==> config.mk <==
export PLATFORM = sky130hd
export DESIGN_NAME = rfs_screen
export DESIGN_NICKNAME = d
export VERILOG_FILES = /design/src/design/rfs_pkg.sv /design/src/design/rfs_screen.sv
export SDC_FILE = /design/constraint.sdc
export NUM_CORES = 1
export LEC_CHECK = 0
export ABC_AREA = 1
export BUFFER_PORTS_ARGS = -buffer_cell sky130_fd_sc_hd__buf_2
export CAP_MARGIN = 20
export CORE_MARGIN = 2
export CORE_UTILIZATION = 36
export CTS_BUF_LIST = sky130_fd_sc_hd__clkbuf_8
export DETAILED_ROUTE_END_ITERATION = 8
export PLACE_DENSITY = 0.64
export REMOVE_ABC_BUFFERS = 1
export SLEW_MARGIN = 20
export SYNTH_ARGS = -nofsm -noshare
export SYNTH_HDL_FRONTEND = slang
export SYNTH_SLANG_ARGS = --single-unit
==> constraint.sdc <==
create_clock -name mclk_i -period 3.8 [get_ports mclk_i]
set_clock_uncertainty 0.05 [all_clocks]
set_input_delay 0.76 -clock mclk_i [delete_from_list [all_inputs] [get_ports mclk_i]]
set_output_delay 0.76 -clock mclk_i [all_outputs]
set_load 0.05 [all_outputs]
==> src/design/rfs_pkg.sv <==
/*
 * Package for the receive frame screen and auto-negotiation enable block.
 * Holds the register offsets, the field positions, the reset values, the
 * frame length bounds, the link field widths and the frame tracker states.
 * Assumes a single 50 MHz system clock domain on the register side.
 */
package rfs_pkg;

	// =====================================================================
	// Register map (word offsets on the CPU port)
	// =====================================================================
	localparam logic [7:0]  MISC_CFG_OFS      = 8'h18;
	localparam logic [7:0]  SCREEN_CTL_OFS    = 8'h19;

	// =====================================================================
	// Miscellaneous configuration fields
	// =====================================================================
	localparam int          MISC_CFG_W        = 19;
	localparam logic [18:0] MISC_CFG_RST      = 19'h0_110D;
	localparam int          AUTONEG_RUN_POS   = 5;

	// =====================================================================
	// Receive frame screen control fields
	// =====================================================================
	localparam int          SCREEN_CTL_W      = 6;
	localparam logic [5:0]  SCREEN_CTL_RST    = 6'h00;
	localparam int          BAD_FCS_POS       = 5;
	localparam int          FLOW_CTL_POS      = 4;
	localparam int          TAG_DISCARD_POS   = 3;

	// =====================================================================
	// Frame lengths in bytes
	// =====================================================================
	localparam int          LEN_W             = 14;
	localparam logic [13:0] STD_LEN_MIN       = 14'h0040;
	localparam logic [13:0] STD_LEN_MAX       = 14'h05EE;
	localparam logic [13:0] JUMBO_LEN_MAX     = 14'h2580;

	// =====================================================================
	// Link sampling
	// =====================================================================
	localparam int          LINK_SYNC_W       = LEN_W + 6;
	localparam int          SYNC_STAGES       = 2;

	// =====================================================================
	// Frame tracker
	// =====================================================================
	typedef enum logic [0:0] {
		RFS_IDLE,
		RFS_IN_FRAME
	} rfs_frame_state_t;

endpackage

==> src/design/rfs_screen.sv <==
/*
 * Per-port receive frame screen with the auto-negotiation enable bit.
 * Holds the two CPU registers, samples the receive path events from the
 * link clock domain, screens each frame and issues one verdict per frame closed by rx_eof_i,
 * and drives the auto-negotiation engine controls.
 * Assumes the CPU port and the drop-enable bit run on mclk_i, and that the
 * receive path drives its signals on the rising edge of its own clock.
 */
`timescale 1ns/10ps

module rfs_screen (
	input  wire logic        mclk_i,
	input  wire logic        rst_n_i,
	// CPU register port
	input  wire logic        cpu_wr_i,
	input  wire logic        cpu_rd_i,
	input  wire logic [7:0]  cpu_addr_i,
	input  wire logic [31:0] cpu_wdata_i,
	output logic      [31:0] cpu_rdata_o,
	output logic             cpu_rvalid_o,
	// This port's errored-frame drop enable
	input  wire logic        frame_discard_en_i,
	// Receive path, link clock domain
	input  wire logic        rx_clk_i,
	input  wire logic        rx_sof_i,
	input  wire logic        rx_eof_i,
	input  wire logic        rx_crc_err_i,
	input  wire logic        rx_pause_i,
	input  wire logic        rx_tagged_i,
	input  wire logic [13:0] rx_len_i,
	// Frame verdict towards receive FIFO and system interface
	output logic             verdict_valid_o,
	output logic             verdict_bad_o,
	output logic             verdict_remove_o,
	output logic             verdict_abort_o,
	output logic             removed_inc_o,
	// Auto-negotiation engine controls
	output logic             autoneg_mode_o,
	output logic             autoneg_restart_o
);

	// =====================================================================
	// Register file
	// =====================================================================
	logic [rfs_pkg::MISC_CFG_W-1:0]   misc_cfg_r;
	logic [rfs_pkg::MISC_CFG_W-1:0]   misc_cfg_nxt;
	logic [rfs_pkg::SCREEN_CTL_W-1:0] screen_ctl_r;
	logic [rfs_pkg::SCREEN_CTL_W-1:0] screen_ctl_nxt;
	logic [31:0]                      rdata_r;
	logic [31:0]                      rdata_nxt;
	logic                             rvalid_r;
	logic                             rvalid_nxt;
	logic                             an_mode_r;
	logic                             an_mode_nxt;
	logic                             an_restart_r;
	logic                             an_restart_nxt;
	logic                             an_wr_bit;

	always_comb begin
		misc_cfg_nxt   = misc_cfg_r;
		screen_ctl_nxt = screen_ctl_r;
		rdata_nxt      = rdata_r;
		rvalid_nxt     = 1'b0;
		// Reserved bits are stored as written; software keeps defaults
		if (cpu_wr_i) begin
			case (cpu_addr_i)
				rfs_pkg::MISC_CFG_OFS: begin
					misc_cfg_nxt = cpu_wdata_i[rfs_pkg::MISC_CFG_W-1:0];
				end
				rfs_pkg::SCREEN_CTL_OFS: begin
					screen_ctl_nxt = cpu_wdata_i[rfs_pkg::SCREEN_CTL_W-1:0];
				end
				default: begin
					misc_cfg_nxt = misc_cfg_r;
				end
			endcase
		end
		if (cpu_rd_i) begin
			rvalid_nxt = 1'b1;
			case (cpu_addr_i)
				rfs_pkg::MISC_CFG_OFS: begin
					rdata_nxt = {13'h0000, misc_cfg_r};
				end
				rfs_pkg::SCREEN_CTL_OFS: begin
					rdata_nxt = {26'h000_0000, screen_ctl_r};
				end
				default: begin
					rdata_nxt = 32'h0000_0000;
				end
			endcase
		end
	end

	always_ff @(posedge mclk_i or negedge rst_n_i) begin
		if (!rst_n_i) begin
			misc_cfg_r   <= rfs_pkg::MISC_CFG_RST;
			screen_ctl_r <= rfs_pkg::SCREEN_CTL_RST;
			rdata_r      <= 32'h0000_0000;
			rvalid_r     <= 1'b0;
		end else begin
			misc_cfg_r   <= misc_cfg_nxt;
			screen_ctl_r <= screen_ctl_nxt;
			rdata_r      <= rdata_nxt;
			rvalid_r     <= rvalid_nxt;
		end
	end

	// =====================================================================
	// Auto-negotiation control
	// =====================================================================
	always_comb begin
		an_wr_bit      = cpu_wdata_i[rfs_pkg::AUTONEG_RUN_POS];
		an_mode_nxt    = an_mode_r;
		an_restart_nxt = 1'b0;
		if (cpu_wr_i && (cpu_addr_i == rfs_pkg::MISC_CFG_OFS)) begin
			an_mode_nxt    = an_wr_bit;
			// Start on every rising write of the run bit
			an_restart_nxt = an_wr_bit & ~an_mode_r;
		end
	end

	always_ff @(posedge mclk_i or negedge rst_n_i) begin
		if (!rst_n_i) begin
			an_mode_r    <= 1'b0;
			an_restart_r <= 1'b0;
		end else begin
			an_mode_r    <= an_mode_nxt;
			an_restart_r <= an_restart_nxt;
		end
	end

	// =====================================================================
	// Link sampling
	// =====================================================================
	logic [rfs_pkg::LINK_SYNC_W-1:0] link_meta_r;
	logic [rfs_pkg::LINK_SYNC_W-1:0] link_sync_r;
	logic                            link_clk_prev_r;
	logic                            link_sample;
	logic                            s_sof;
	logic                            s_eof;
	logic                            s_crc;
	logic                            s_pause;
	logic                            s_tagged;
	logic [rfs_pkg::LEN_W-1:0]       s_len;

	always_ff @(posedge mclk_i or negedge rst_n_i) begin
		if (!rst_n_i) begin
			link_meta_r     <= '0;
			link_sync_r     <= '0;
			link_clk_prev_r <= 1'b0;
		end else begin
			link_meta_r     <= {rx_clk_i, rx_sof_i, rx_eof_i, rx_crc_err_i,
				rx_pause_i, rx_tagged_i, rx_len_i};
			link_sync_r     <= link_meta_r;
			link_clk_prev_r <= link_sync_r[rfs_pkg::LINK_SYNC_W-1];
		end
	end

	// Falling edge of the link clock: data is mid-period and settled
	// Fields cross as one word; they hold a full link period around it
	assign link_sample = link_clk_prev_r
		& ~link_sync_r[rfs_pkg::LINK_SYNC_W-1];
	assign {s_sof, s_eof, s_crc, s_pause, s_tagged, s_len} =
		link_sync_r[rfs_pkg::LINK_SYNC_W-2:0];

	// =====================================================================
	// Frame tracker and screening
	// =====================================================================
	rfs_pkg::rfs_frame_state_t state_r;
	rfs_pkg::rfs_frame_state_t state_nxt;
	logic [2:0] snap_r;
	logic [2:0] snap_nxt;
	logic       snap_den_r;
	logic       snap_den_nxt;
	logic [2:0] use_cfg;
	logic       use_den;
	logic       bad;
	logic       std_len;
	logic       remove;
	logic       v_valid_r;
	logic       v_valid_nxt;
	logic       v_bad_r;
	logic       v_bad_nxt;
	logic       v_remove_r;
	logic       v_remove_nxt;
	logic       v_abort_r;
	logic       v_abort_nxt;
	logic       removed_inc_r;
	logic       removed_inc_nxt;

	always_comb begin
		state_nxt    = state_r;
		snap_nxt     = snap_r;
		snap_den_nxt = snap_den_r;
		v_valid_nxt  = 1'b0;
		v_bad_nxt    = v_bad_r;
		v_remove_nxt = v_remove_r;
		v_abort_nxt  = v_abort_r;
		removed_inc_nxt = 1'b0;
		// Settings live for this frame: fresh ones when it starts now
		if (s_sof) begin
			use_cfg = {screen_ctl_r[rfs_pkg::BAD_FCS_POS],
				screen_ctl_r[rfs_pkg::FLOW_CTL_POS],
				screen_ctl_r[rfs_pkg::TAG_DISCARD_POS]};
			use_den = frame_discard_en_i;
		end else begin
			use_cfg = snap_r;
			use_den = snap_den_r;
		end
		// CRC reject wins whatever the frame type; accept ignores drop enable
		bad = (s_crc & ~use_cfg[2])
			| (s_pause & ~use_cfg[1])
			| (s_tagged & use_cfg[0]);
		std_len = (s_len >= rfs_pkg::STD_LEN_MIN)
			& (s_len <= rfs_pkg::STD_LEN_MAX);
		// Jumbo and out-of-range lengths are never removed, only aborted
		remove = bad & use_den & std_len;
		if (link_sample) begin
			case (state_r)
				rfs_pkg::RFS_IDLE: begin
					if (s_sof) begin
						snap_nxt     = use_cfg;
						snap_den_nxt = use_den;
						state_nxt    = rfs_pkg::RFS_IN_FRAME;
					end
				end
				rfs_pkg::RFS_IN_FRAME: begin
					if (s_sof) begin
						// Restart without end: the newer frame owns the settings
						snap_nxt     = use_cfg;
						snap_den_nxt = use_den;
					end
				end
				default: begin
					state_nxt = rfs_pkg::RFS_IDLE;
				end
			endcase
			if (s_eof && (s_sof || state_r == rfs_pkg::RFS_IN_FRAME)) begin
				state_nxt    = rfs_pkg::RFS_IDLE;
				v_valid_nxt  = 1'b1;
				v_bad_nxt    = bad;
				v_remove_nxt = remove;
				v_abort_nxt  = bad & ~remove;
				removed_inc_nxt = remove;
			end
		end
	end

	always_ff @(posedge mclk_i or negedge rst_n_i) begin
		if (!rst_n_i) begin
			state_r    <= rfs_pkg::RFS_IDLE;
			snap_r     <= 3'h0;
			snap_den_r <= 1'b0;
			v_valid_r  <= 1'b0;
			v_bad_r    <= 1'b0;
			v_remove_r <= 1'b0;
			v_abort_r  <= 1'b0;
			removed_inc_r <= 1'b0;
		end else begin
			state_r    <= state_nxt;
			snap_r     <= snap_nxt;
			snap_den_r <= snap_den_nxt;
			v_valid_r  <= v_valid_nxt;
			v_bad_r    <= v_bad_nxt;
			v_remove_r <= v_remove_nxt;
			v_abort_r  <= v_abort_nxt;
			removed_inc_r <= removed_inc_nxt;
		end
	end

	// =====================================================================
	// Outputs
	// =====================================================================
	assign cpu_rdata_o       = rdata_r;
	assign cpu_rvalid_o      = rvalid_r;
	assign verdict_valid_o   = v_valid_r;
	assign verdict_bad_o     = v_bad_r;
	assign verdict_remove_o  = v_remove_r;
	assign verdict_abort_o   = v_abort_r;
	// Counter increments only for removed, standard-length frames
	assign removed_inc_o     = removed_inc_r;
	assign autoneg_mode_o    = an_mode_r;
	assign autoneg_restart_o = an_restart_r;

endmodule

After elaboration in Yosys (flattened, before gate mapping)
Cells that the tools add are included.
W data, S select, Z words.
{ "totals": {"ff_bits": 111, "inputBits": 65, "out_inout_bits": 40, "word_cells": 58} }
{ "op_classes": {"magnitude_cmp": 2, "eq_ne": 2, "muxes": 14, "n_bitwise": 16, "n_reduce_logical": 7} }
{ "op_table": {"columns": ["cell", "count"], "rows": [
  ["$pmux W19 S2", 1],
  ["$eq A8 B5 Y1 const B", 2],
  ["$ge A14 B7 Y1 const B", 1],
  ["$le A14 B11 Y1 const B", 1],
  ["$mux W1", 11],
  ["$and A1 B1 Y1", 9],
  ["$reduce_and A2 Y1", 4],
  ["$mux W3", 2],
  ["$not A1 Y1", 5],
  ["$logic_and A1 B1 Y1", 2],
  ["$or A1 B1 Y1", 2],
  ["$logic_or A1 B1 Y1", 1]
]} }

Longest topological paths before layout
Gate-level depths: netlist of the first run.
{ "logic_depth": {"ltp_word": 9, "mapped_depth": 10, "mapped_depth_nobuf": 10} }

Worst setup path before layout of the first run
Ideal clock, no wire load.
{ "synth_path": {"kind": "input to register", "from": "in cpu_addr_i[5]", "to": "reg rdata_r[5], in the netlist cpu_rdata_o[5]", "arrival_time_ns": 1.511, "path_slack_ns": 2.173, "cell_stages": 10, "path_cell_list": "inv_1 nand2_1 nor3_4 nand2_2 clkinv_2 buf_6 nand2_1 nand2_1 nand2_1 nand2_1"} }
{ "synth_via": {"elab_chain_cells": 2} }
{ "synth_rtl": {"columns": ["item", "line", "text"], "rows": [
  ["start: declaration", "rfs_screen.sv:17", "input wire logic [7:0] cpu_addr_i,"],
  ["$eq A8 B5 Y1", "rfs_screen.sv:80", "case (cpu_addr_i)"],
  ["$pmux W19 S2 (*)", "rfs_screen.sv:80", null],
  ["end signal: assignment", "rfs_screen.sv:103", "rdata_r <= rdata_nxt;"],
  ["end: declaration", "rfs_screen.sv:49", "logic [31:0] rdata_r;"]
]} }
Mark *: on every way between the ends. The rest lies on a longest branch, timed or not.
A chain may end at the register's enable or synchronous reset.

Final worst setup path of the first run
{ "layout_path": {"from": "in cpu_addr_i[5]", "to": "reg an_restart_r, in the netlist autoneg_restart_o"} }
{ "layout_via": {"elab_chain_cells": 3} }
{ "layout_rtl": {"columns": ["item", "line", "text"], "rows": [
  ["$eq A8 B5 Y1", "rfs_screen.sv:115", "if (cpu_wr_i && (cpu_addr_i == rfs_pkg::MISC_CFG_OFS)) begin"],
  ["$logic_and A1 B1 Y1", "rfs_screen.sv:115", null],
  ["$mux W1", "rfs_screen.sv:115", null],
  ["net an_restart_nxt", "rfs_screen.sv:56", "logic an_restart_nxt;"],
  ["end signal: assignment", "rfs_screen.sv:128", "an_restart_r <= an_restart_nxt;"],
  ["end: declaration", "rfs_screen.sv:55", "logic an_restart_r;"]
]} }
The timed path passes the listed nets, and every way through them passes these cells.

==> run_results.csv, run 1 <==
group,metric,value,unit
final_layout,layout-drive-gt1-share,24.04,%
final_layout,seqCellArea,0.002434,mm^2
power,finalPower,0.001962,W
power,cell_pwr_density,459.1,mW/mm^2
yosys,synthDistinctLibCells,28,
place,place_congestion,0.7042,
floorplanning,boundaryPins,105,
detailed_routing,detail_route.first_pass.iterations,4,
clock_tree,cts_buffer_depth,2,
critical_path,cp_data_required_time,4000,ps
place,numPortBuffers,78,
power,pwr-share-seq,56.7,%
sta,hold_viol_final,0,
critical_path,critPathSlowestCell,"sky130_fd_sc_hd__nand4_1",
detailed_routing,drc,0,
yosys,yosys_warnings,0,
yosys,cells_after_synthesis,363,
detailed_routing,wirelength,7.036,mm
floorplanning,fp.dieW,104.3,um
final_layout,antennaDiodeCount,0,
critical_path,cp_max_fo,21,
global_routing,number_of_global_route_vias_before_repair,2499,
global_routing,global_route_usage_over_all_layers,13.86,%
detailed_routing,routed_via_density,4.386,
detailed_routing,detailedRoute.firstIterationViolations,91,
clock_tree,cts.sink_count,97,
sta,relSlewSlack,35.70,%
floorplanning,row_count,36,
global_routing,grt_antenna_before_repair,0,
clock_tree,clockRootBuffer,"sky130_fd_sc_hd__clkbuf_8",
clock_tree,cts_hold_repair.buffers,0,
critical_path,worstPathArrival,2340,ps
global_routing,pin_count_of_the_biggest_net_entering_global_routing,86,
detailed_routing,final_antenna_net_count,0,
clock_tree,clock_insertion_delay_worst_skew,370,ps
clock_tree,cts_htree_levels,3,
power,switchingPower,0.0005180,W
floorplanning,core_area,0.009774,mm^2
min_path,holdCritPathClass,"flip-flop to flip-flop",
clock_tree,worst_setup_hold_path_clk_slew,100,ps
power,share_clk_of_total_power,34.2,%
final_layout,nFillCells,982,
power,comb_power_share,9.1,%
sta,layout_worst_path_cycle_share,56.18,%
final_layout,fin_nets,505,
sta,grt_setup_unrepaired,"no",
final_layout,layout.cells.most_common_list,"sky130_fd_sc_hd__nand2_1 (138), sky130_fd_sc_hd__dfrtp_1 (92), sky130_fd_sc_hd__buf_2 (77)",
floorplanning,design.die.area,0.01088,mm^2
power,netSwitchingFraction,26.40,%
critical_path,crit_path_cell_trace,"buf_2 > inv_1 > nand2_1 > nor3_4 > nand4_1 > nor3_1",
final_layout,area_delta_synth_final,18.04,%
clock_tree,cts_tree,"built",
detailed_routing,detail_route.wl_per_cell,12.17,um
sta,finalSetupViolCount,0,
sta,worst_pin_slew,961.6,ps
yosys,synthesis.area,0.003621,mm^2
run_status,outcome,"finished clean",
final_layout,final_common_cell,"sky130_fd_sc_hd__nand2_1",
yosys,synth.yosys.seq_area_share,67.21,%
power,p_leak,2.297,nW
yosys,avgSynthCellArea,9.975,um^2
clock_tree,cts_resized,0,
critical_path,worst_path_dominant_cell_family,"simple AND/OR/NAND/NOR gates",
critical_path,cpPeakStageDelay,780,ps
place,dp_hpwl,4.754,mm
global_routing,grt_pass1_wl,11.90,mm
global_routing,gr-total-overflow,0,
run,maximum_capacitance_violations,0,
sta,final-max-slew-violation-count,0,
critical_path,timing.setup.critical_path_class,"primary input to flip-flop",
sta,max_freq,468.4,MHz
detailed_routing,detailroute.via_count,2535,
floorplanning,dieHeight,104.3,um
sta,fin_crit_period,2135,ps
floorplanning,initial_core_util,37.05,%
clock_tree,tritoncts.num_buffers,9,
final_layout,multi_input_area,968.4,um^2
critical_path,critPathLaunchType,"primary input",
power,vdd_ir_drop_max,0.0001678,V
power,intPower,0.001444,W
sta,fin_setup_tns,0,ps
clock_tree,postCtsSetupBuffers,0,
yosys,ys_ff_latch,97,
critical_path,crit_path_capture_type,"flip-flop",
critical_path,critPathBufInv,2,
## final cells by class
type / count / share of cell area, %
clock buffers: 9 / 2.898
multi-input cells: 227 / 22.66
inverters: 26 / 2.313
well taps: 133 / 3.893
clock inverters: 7 / 1.844
repair buffers: 79 / 9.456
flip-flops and latches: 97 / 56.94
## power groups by stage
| stage | Clock, W | Combinational [W] | Sequential [W] |
|---|---|---|---|
| 6_report | 0.000672 | 0.000178 | 0.00111 |
| 5_1_grt | 0.000732 | 0.000200 | 0.00112 |
| 4_1_cts | 0.000692 | 0.000181 | 0.00111 |
| 3_5_place_dp | 0 | 0.000181 | 0.00113 |
| 3_3_place_gp | 0 | 0.000176 | 0.00113 |
| 2_1_floorplan | 0 | 0.0000749 | 0.00116 |
## through the flow
| step | instances | hold slack (ps) | utilization (%) | cell area (um^2) | worst slack (ps) |
|---|---|---|---|---|---|
| 2_1_floorplan | 350 | 281.2 | - | 3501 | 1878 |
| 3_3_place_gp | 562 | 282.1 | 41.62 | 4068 | 1375 |
| 3_5_place_dp | 562 | 284.7 | 41.62 | 4068 | 1326 |
| 4_1_cts | 578 | 305.2 | 43.69 | 4270 | 1719 |
| 5_1_grt | 578 | 309.1 | 43.73 | 4274 | 1446 |
| 6_report | 578 | 294.0 | 43.73 | 4274 | 1665 |
## synthesized netlist by cell type
| master | n | area, um^2 |
|---|---|---|
| sky130_fd_sc_hd__nand2_1 | 138 | 518.0 |
| sky130_fd_sc_hd__dfrtp_1 | 92 | 2302 |
| sky130_fd_sc_hd__nand3_1 | 25 | 125.1 |
| sky130_fd_sc_hd__o21ai_0 | 24 | 120.1 |
| sky130_fd_sc_hd__inv_1 | 23 | 86.33 |
| sky130_fd_sc_hd__buf_4 | 15 | 112.6 |
| sky130_fd_sc_hd__nor2_1 | 11 | 41.29 |
| sky130_fd_sc_hd__buf_2 | 6 | 30.03 |
| sky130_fd_sc_hd__dfstp_2 | 5 | 131.4 |
| sky130_fd_sc_hd__clkbuf_1 | 3 | 11.26 |
| sky130_fd_sc_hd__nor3_1 | 3 | 15.01 |
| sky130_fd_sc_hd__a21oi_1 | 2 | 10.01 |
| sky130_fd_sc_hd__and2_1 | 1 | 6.260 |
| sky130_fd_sc_hd__and3_1 | 1 | 6.260 |
| sky130_fd_sc_hd__buf_6 | 1 | 11.26 |
| sky130_fd_sc_hd__clkinv_1 | 1 | 3.750 |
| sky130_fd_sc_hd__clkinv_2 | 1 | 5.000 |
| sky130_fd_sc_hd__conb_1 | 1 | 3.750 |
| sky130_fd_sc_hd__inv_2 | 1 | 3.750 |
| sky130_fd_sc_hd__nand2_2 | 1 | 6.260 |
| sky130_fd_sc_hd__nand3_2 | 1 | 10.01 |
| sky130_fd_sc_hd__nand4_1 | 1 | 6.260 |
| sky130_fd_sc_hd__nor3_2 | 1 | 10.01 |
| sky130_fd_sc_hd__nor3_4 | 1 | 16.27 |
| sky130_fd_sc_hd__nor3b_1 | 1 | 7.510 |
| sky130_fd_sc_hd__o21ai_1 | 1 | 5.000 |
| sky130_fd_sc_hd__o21ai_2 | 1 | 8.760 |
| sky130_fd_sc_hd__o21bai_1 | 1 | 7.510 |
## cell families (layout without fill, tap and decap cells)
group | after synthesis | after routing | share of synthesized area, %
AOI/OAI and AO/OA | 29 | 29 | 4.181
other | 1 | 13 | 0.1036
and+or+nand+nor | 185 | 185 | 21.22
DFF | 97 | 97 | 67.21
buffers and inverters | 51 | 121 | 7.291
## metal layers
layer	up-vias	GRT usage (%)	wire length, um
met1	1205	17.34	3089
met5	-	0	0
met2	60	22.18	3436
met4	0	6.757	159
li1	1257	-	-
met3	13	3.822	350
## worst register-to-register path: stages (launching register included)
cell and delay, ps:
sky130_fd_sc_hd__dfrtp_1 380, sky130_fd_sc_hd__inv_1 70, sky130_fd_sc_hd__nand2_1 50, sky130_fd_sc_hd__nor2_1 160, sky130_fd_sc_hd__o21ai_2 120, sky130_fd_sc_hd__inv_1 80, sky130_fd_sc_hd__nand2_1 80, sky130_fd_sc_hd__inv_1 70
sky130_fd_sc_hd__nand3_2 90, sky130_fd_sc_hd__nand2_1 70, sky130_fd_sc_hd__inv_1 40
## path summary, 6_finish.rpt
| check | depth (start not counted) | slack (ps) | end | from |
|---|---|---|---|---|
| worst max-delay path | 6 | 1670 | autoneg_restart_o | cpu_addr_i[5] |
| worst min-delay path | 0 | 290 | link_sync_r[9] | link_meta_r[9] |
| worst max register to register | 10 | 2460 | verdict_abort_o | link_sync_r[19] |
| worst min register to register | 0 | 290 | link_sync_r[9] | link_meta_r[9] |
| max in group asynchronous | 2 | 2650 | cpu_rdata_o[10] | rst_n_i |
| min in group asynchronous | 1 | 380 | link_meta_r[14] | rst_n_i |
## registers in the layout, summed over array words and instances, names as in the netlist, 3 cells and up
register and flops:
cpu_rdata_o 19, link_sync_r 20, screen_ctl_r 6, misc_cfg_r 19
link_meta_r 20, snap_r 3
(Power assumes the default switching activity.)
==> inputs of run 2 (changes only) <==
clock period = 2 ns   (was 3.8 ns; I/O delays follow)
==> run 2 against run 1 <==
Against the previous run: die area is the same; core utilization grew 0.65 points; critical path depth fell by 5; global-route usage about the same; total power grew 85%; sequential cell count unchanged; register-to-register slack got worse by 1800 ps; via count is 0.43% higher; sequential share of layout area shrank 0.84 points; worst setup slack got worse by 1200 ps; combinational power up 97%; wire length down 2.7%; critical path type is now flip-flop to output port; critical endpoint is now autoneg_mode_o.
==> run_results.csv, run 2 (synthesis results as in run 1) <==
group,metric,value,unit
run_status,outcome,"finished clean",
final_layout,layout.cells.most_common_list,"sky130_fd_sc_hd__nand2_1 (138), sky130_fd_sc_hd__dfrtp_1 (92), sky130_fd_sc_hd__buf_2 (77)",
place,dpl_cell_area,0.004140,mm^2
sta,fin_crit_period,1505,ps
clock_tree,clock_insertion_delay_worst_skew,350,ps
global_routing,gr-total-overflow,0,
power,cell_pwr_density,839.0,mW/mm^2
critical_path,worst_path_dominant_cell_family,"flip-flops",
run,maximum_capacitance_violations,0,
detailed_routing,detailedRoute.firstIterationViolations,126,
sta,final-max-slew-violation-count,0,
sta,max_freq,664.5,MHz
final_layout,final_common_cell,"sky130_fd_sc_hd__nand2_1",
critical_path,critPathLaunchType,"flip-flop",
critical_path,crit_path_cell_trace,"buf_2",
clock_tree,cts_htree_levels,3,
sta,layout_worst_path_cycle_share,75.25,%
global_routing,grt_pass1_wl,11.93,mm
final_layout,fin_nets,514,
critical_path,cpPeakStageDelay,400,ps
global_routing,grt_antenna_before_repair,0,
place,numPortBuffers,78,
critical_path,cp_data_required_time,1550,ps
detailed_routing,wirelength,6.843,mm
global_routing,global_route_usage_over_all_layers,13.82,%
clock_tree,postCtsSetupBuffers,0,
critical_path,critPathSlowestCell,"sky130_fd_sc_hd__dfrtp_1",
sta,relSlewSlack,62.69,%
clock_tree,cts_tree,"built",
critical_path,critPathBufInv,1,
sta,grt_setup_unrepaired,"no",
floorplanning,core_area,0.009774,mm^2
clock_tree,clockRootBuffer,"sky130_fd_sc_hd__clkbuf_8",
place,place_ws,405.6,ps
detailed_routing,final_antenna_net_count,0,
final_layout,area_delta_synth_final,19.80,%
sta,hold_viol_final,0,
power,p_leak,2.333,nW
critical_path,worstPathArrival,1050,ps
sta,worst_pin_slew,556.3,ps
final_layout,finalInstanceArea,0.004338,mm^2
detailed_routing,routed_via_density,4.337,
global_routing,pin_count_of_the_biggest_net_entering_global_routing,38,
place,placedCellCount,570,
final_layout,layout_top_registers,"link_meta_r x20, link_sync_r x20",
clock_tree,tritoncts.num_buffers,9,
final_layout,layout-drive-gt1-share,25.33,%
floorplanning,initial_core_util,37.05,%
clock_tree,cts.sink_count,97,
clock_tree,worst_setup_hold_path_clk_slew,100,ps
critical_path,cp_max_fo,4,
floorplanning,boundaryPins,105,
critical_path,timing.setup.critical_path_class,"flip-flop to output port",
min_path,holdCritPathClass,"primary input to flip-flop",
floorplanning,design.die.area,0.01088,mm^2
final_layout,final_cells,587,
power,vdd_ir_drop_max,0.0002865,V
detailed_routing,drc,0,
place,dp_hpwl,4.999,mm
sta,finalSetupViolCount,0,
sta,fin_setup_tns,0,ps
detailed_routing,detailroute.via_count,2546,
critical_path,crit_path_capture_type,"output port",
global_routing,number_of_global_route_vias_before_repair,2500,
place,place_congestion,0.7378,
final_layout,antennaDiodeCount,0,
clock_tree,cts_buffer_depth,2,
sta,setup_ws,495.1,ps
detailed_routing,detail_route.first_pass.iterations,4,
floorplanning,fp.dieW,104.3,um
floorplanning,dieHeight,104.3,um
detailed_routing,detail_route.wl_per_cell,11.66,um
floorplanning,row_count,36,
## run 2: cell count changes in the layout (fill, tap and decap cells not counted)
cell and delta:
sky130_fd_sc_hd__buf_12 +1, sky130_fd_sc_hd__buf_4 +8, sky130_fd_sc_hd__buf_6 -1, sky130_fd_sc_hd__bufinv_16 -1, sky130_fd_sc_hd__clkbuf_8 +1, sky130_fd_sc_hd__clkinv_2 -1, sky130_fd_sc_hd__clkinv_4 +1, sky130_fd_sc_hd__dlygate4sd3_1 +1
sky130_fd_sc_hd__inv_6 +1, sky130_fd_sc_hd__inv_8 -1
## run 2: area by class of cell
cell class	instances	area [um^2]
clock buffers	10	137.6
clock inverters	6	50.05
well taps	133	166.4
multi-input cells	227	968.4
fillers	969	5436
flip-flops and latches	97	2434
repair buffers	88	483.0
inverters	26	98.84
## run 2: where the power goes
part	switching, W	internal, W	total [W]
clock	0.000677	0.000499	0.00118
combinational	0.000251	0.000100	0.000351
sequential	0.0000484	0.00206	0.00211
## run 2: metrics by stage
step / util, % / hold WS [ps] / power (W)
2_1_floorplan: - / 54.41 / 0.002337
3_3_place_gp: 42.36 / 282.6 / 0.002496
3_5_place_dp: 42.36 / 284.7 / 0.002508
4_1_cts: 44.38 / 68.95 / 0.003696
5_1_grt: 44.38 / 69.30 / 0.003827
6_report: 44.38 / 89.76 / 0.003640
## run 2: repair_timing
item	4_1_cts	5_1_grt
resized for setup	0	0
endpoints found under the hold margin	32	0
hold buffers	1	0
## run 2: path summary, 6_finish.rpt
path | startpoint | slack [ps] | to | cells after the start
setup / recovery | misc_cfg_r[5] | 500 | autoneg_mode_o | 1
hold / removal | rx_len_i[0] | 90 | link_meta_r[0] | 1
setup reg to reg | link_sync_r[19] | 620 | verdict_abort_o | 10
hold reg to reg | link_meta_r[8] | 300 | link_sync_r[8] | 0
max in group asynchronous | rst_n_i | 780 | link_clk_prev_r | 3
min in group asynchronous | rst_n_i | 490 | link_sync_r[19] | 2
## run 2: layer usage
layer / track usage [%] / vias up / routed length [um]
li1: - / 1276 / -
met1: 18.45 / 1195 / 3073
met2: 21.06 / 63 / 3283
met3: 2.757 / 12 / 310
met4: 7.819 / 0 / 175
met5: 0 / - / 0
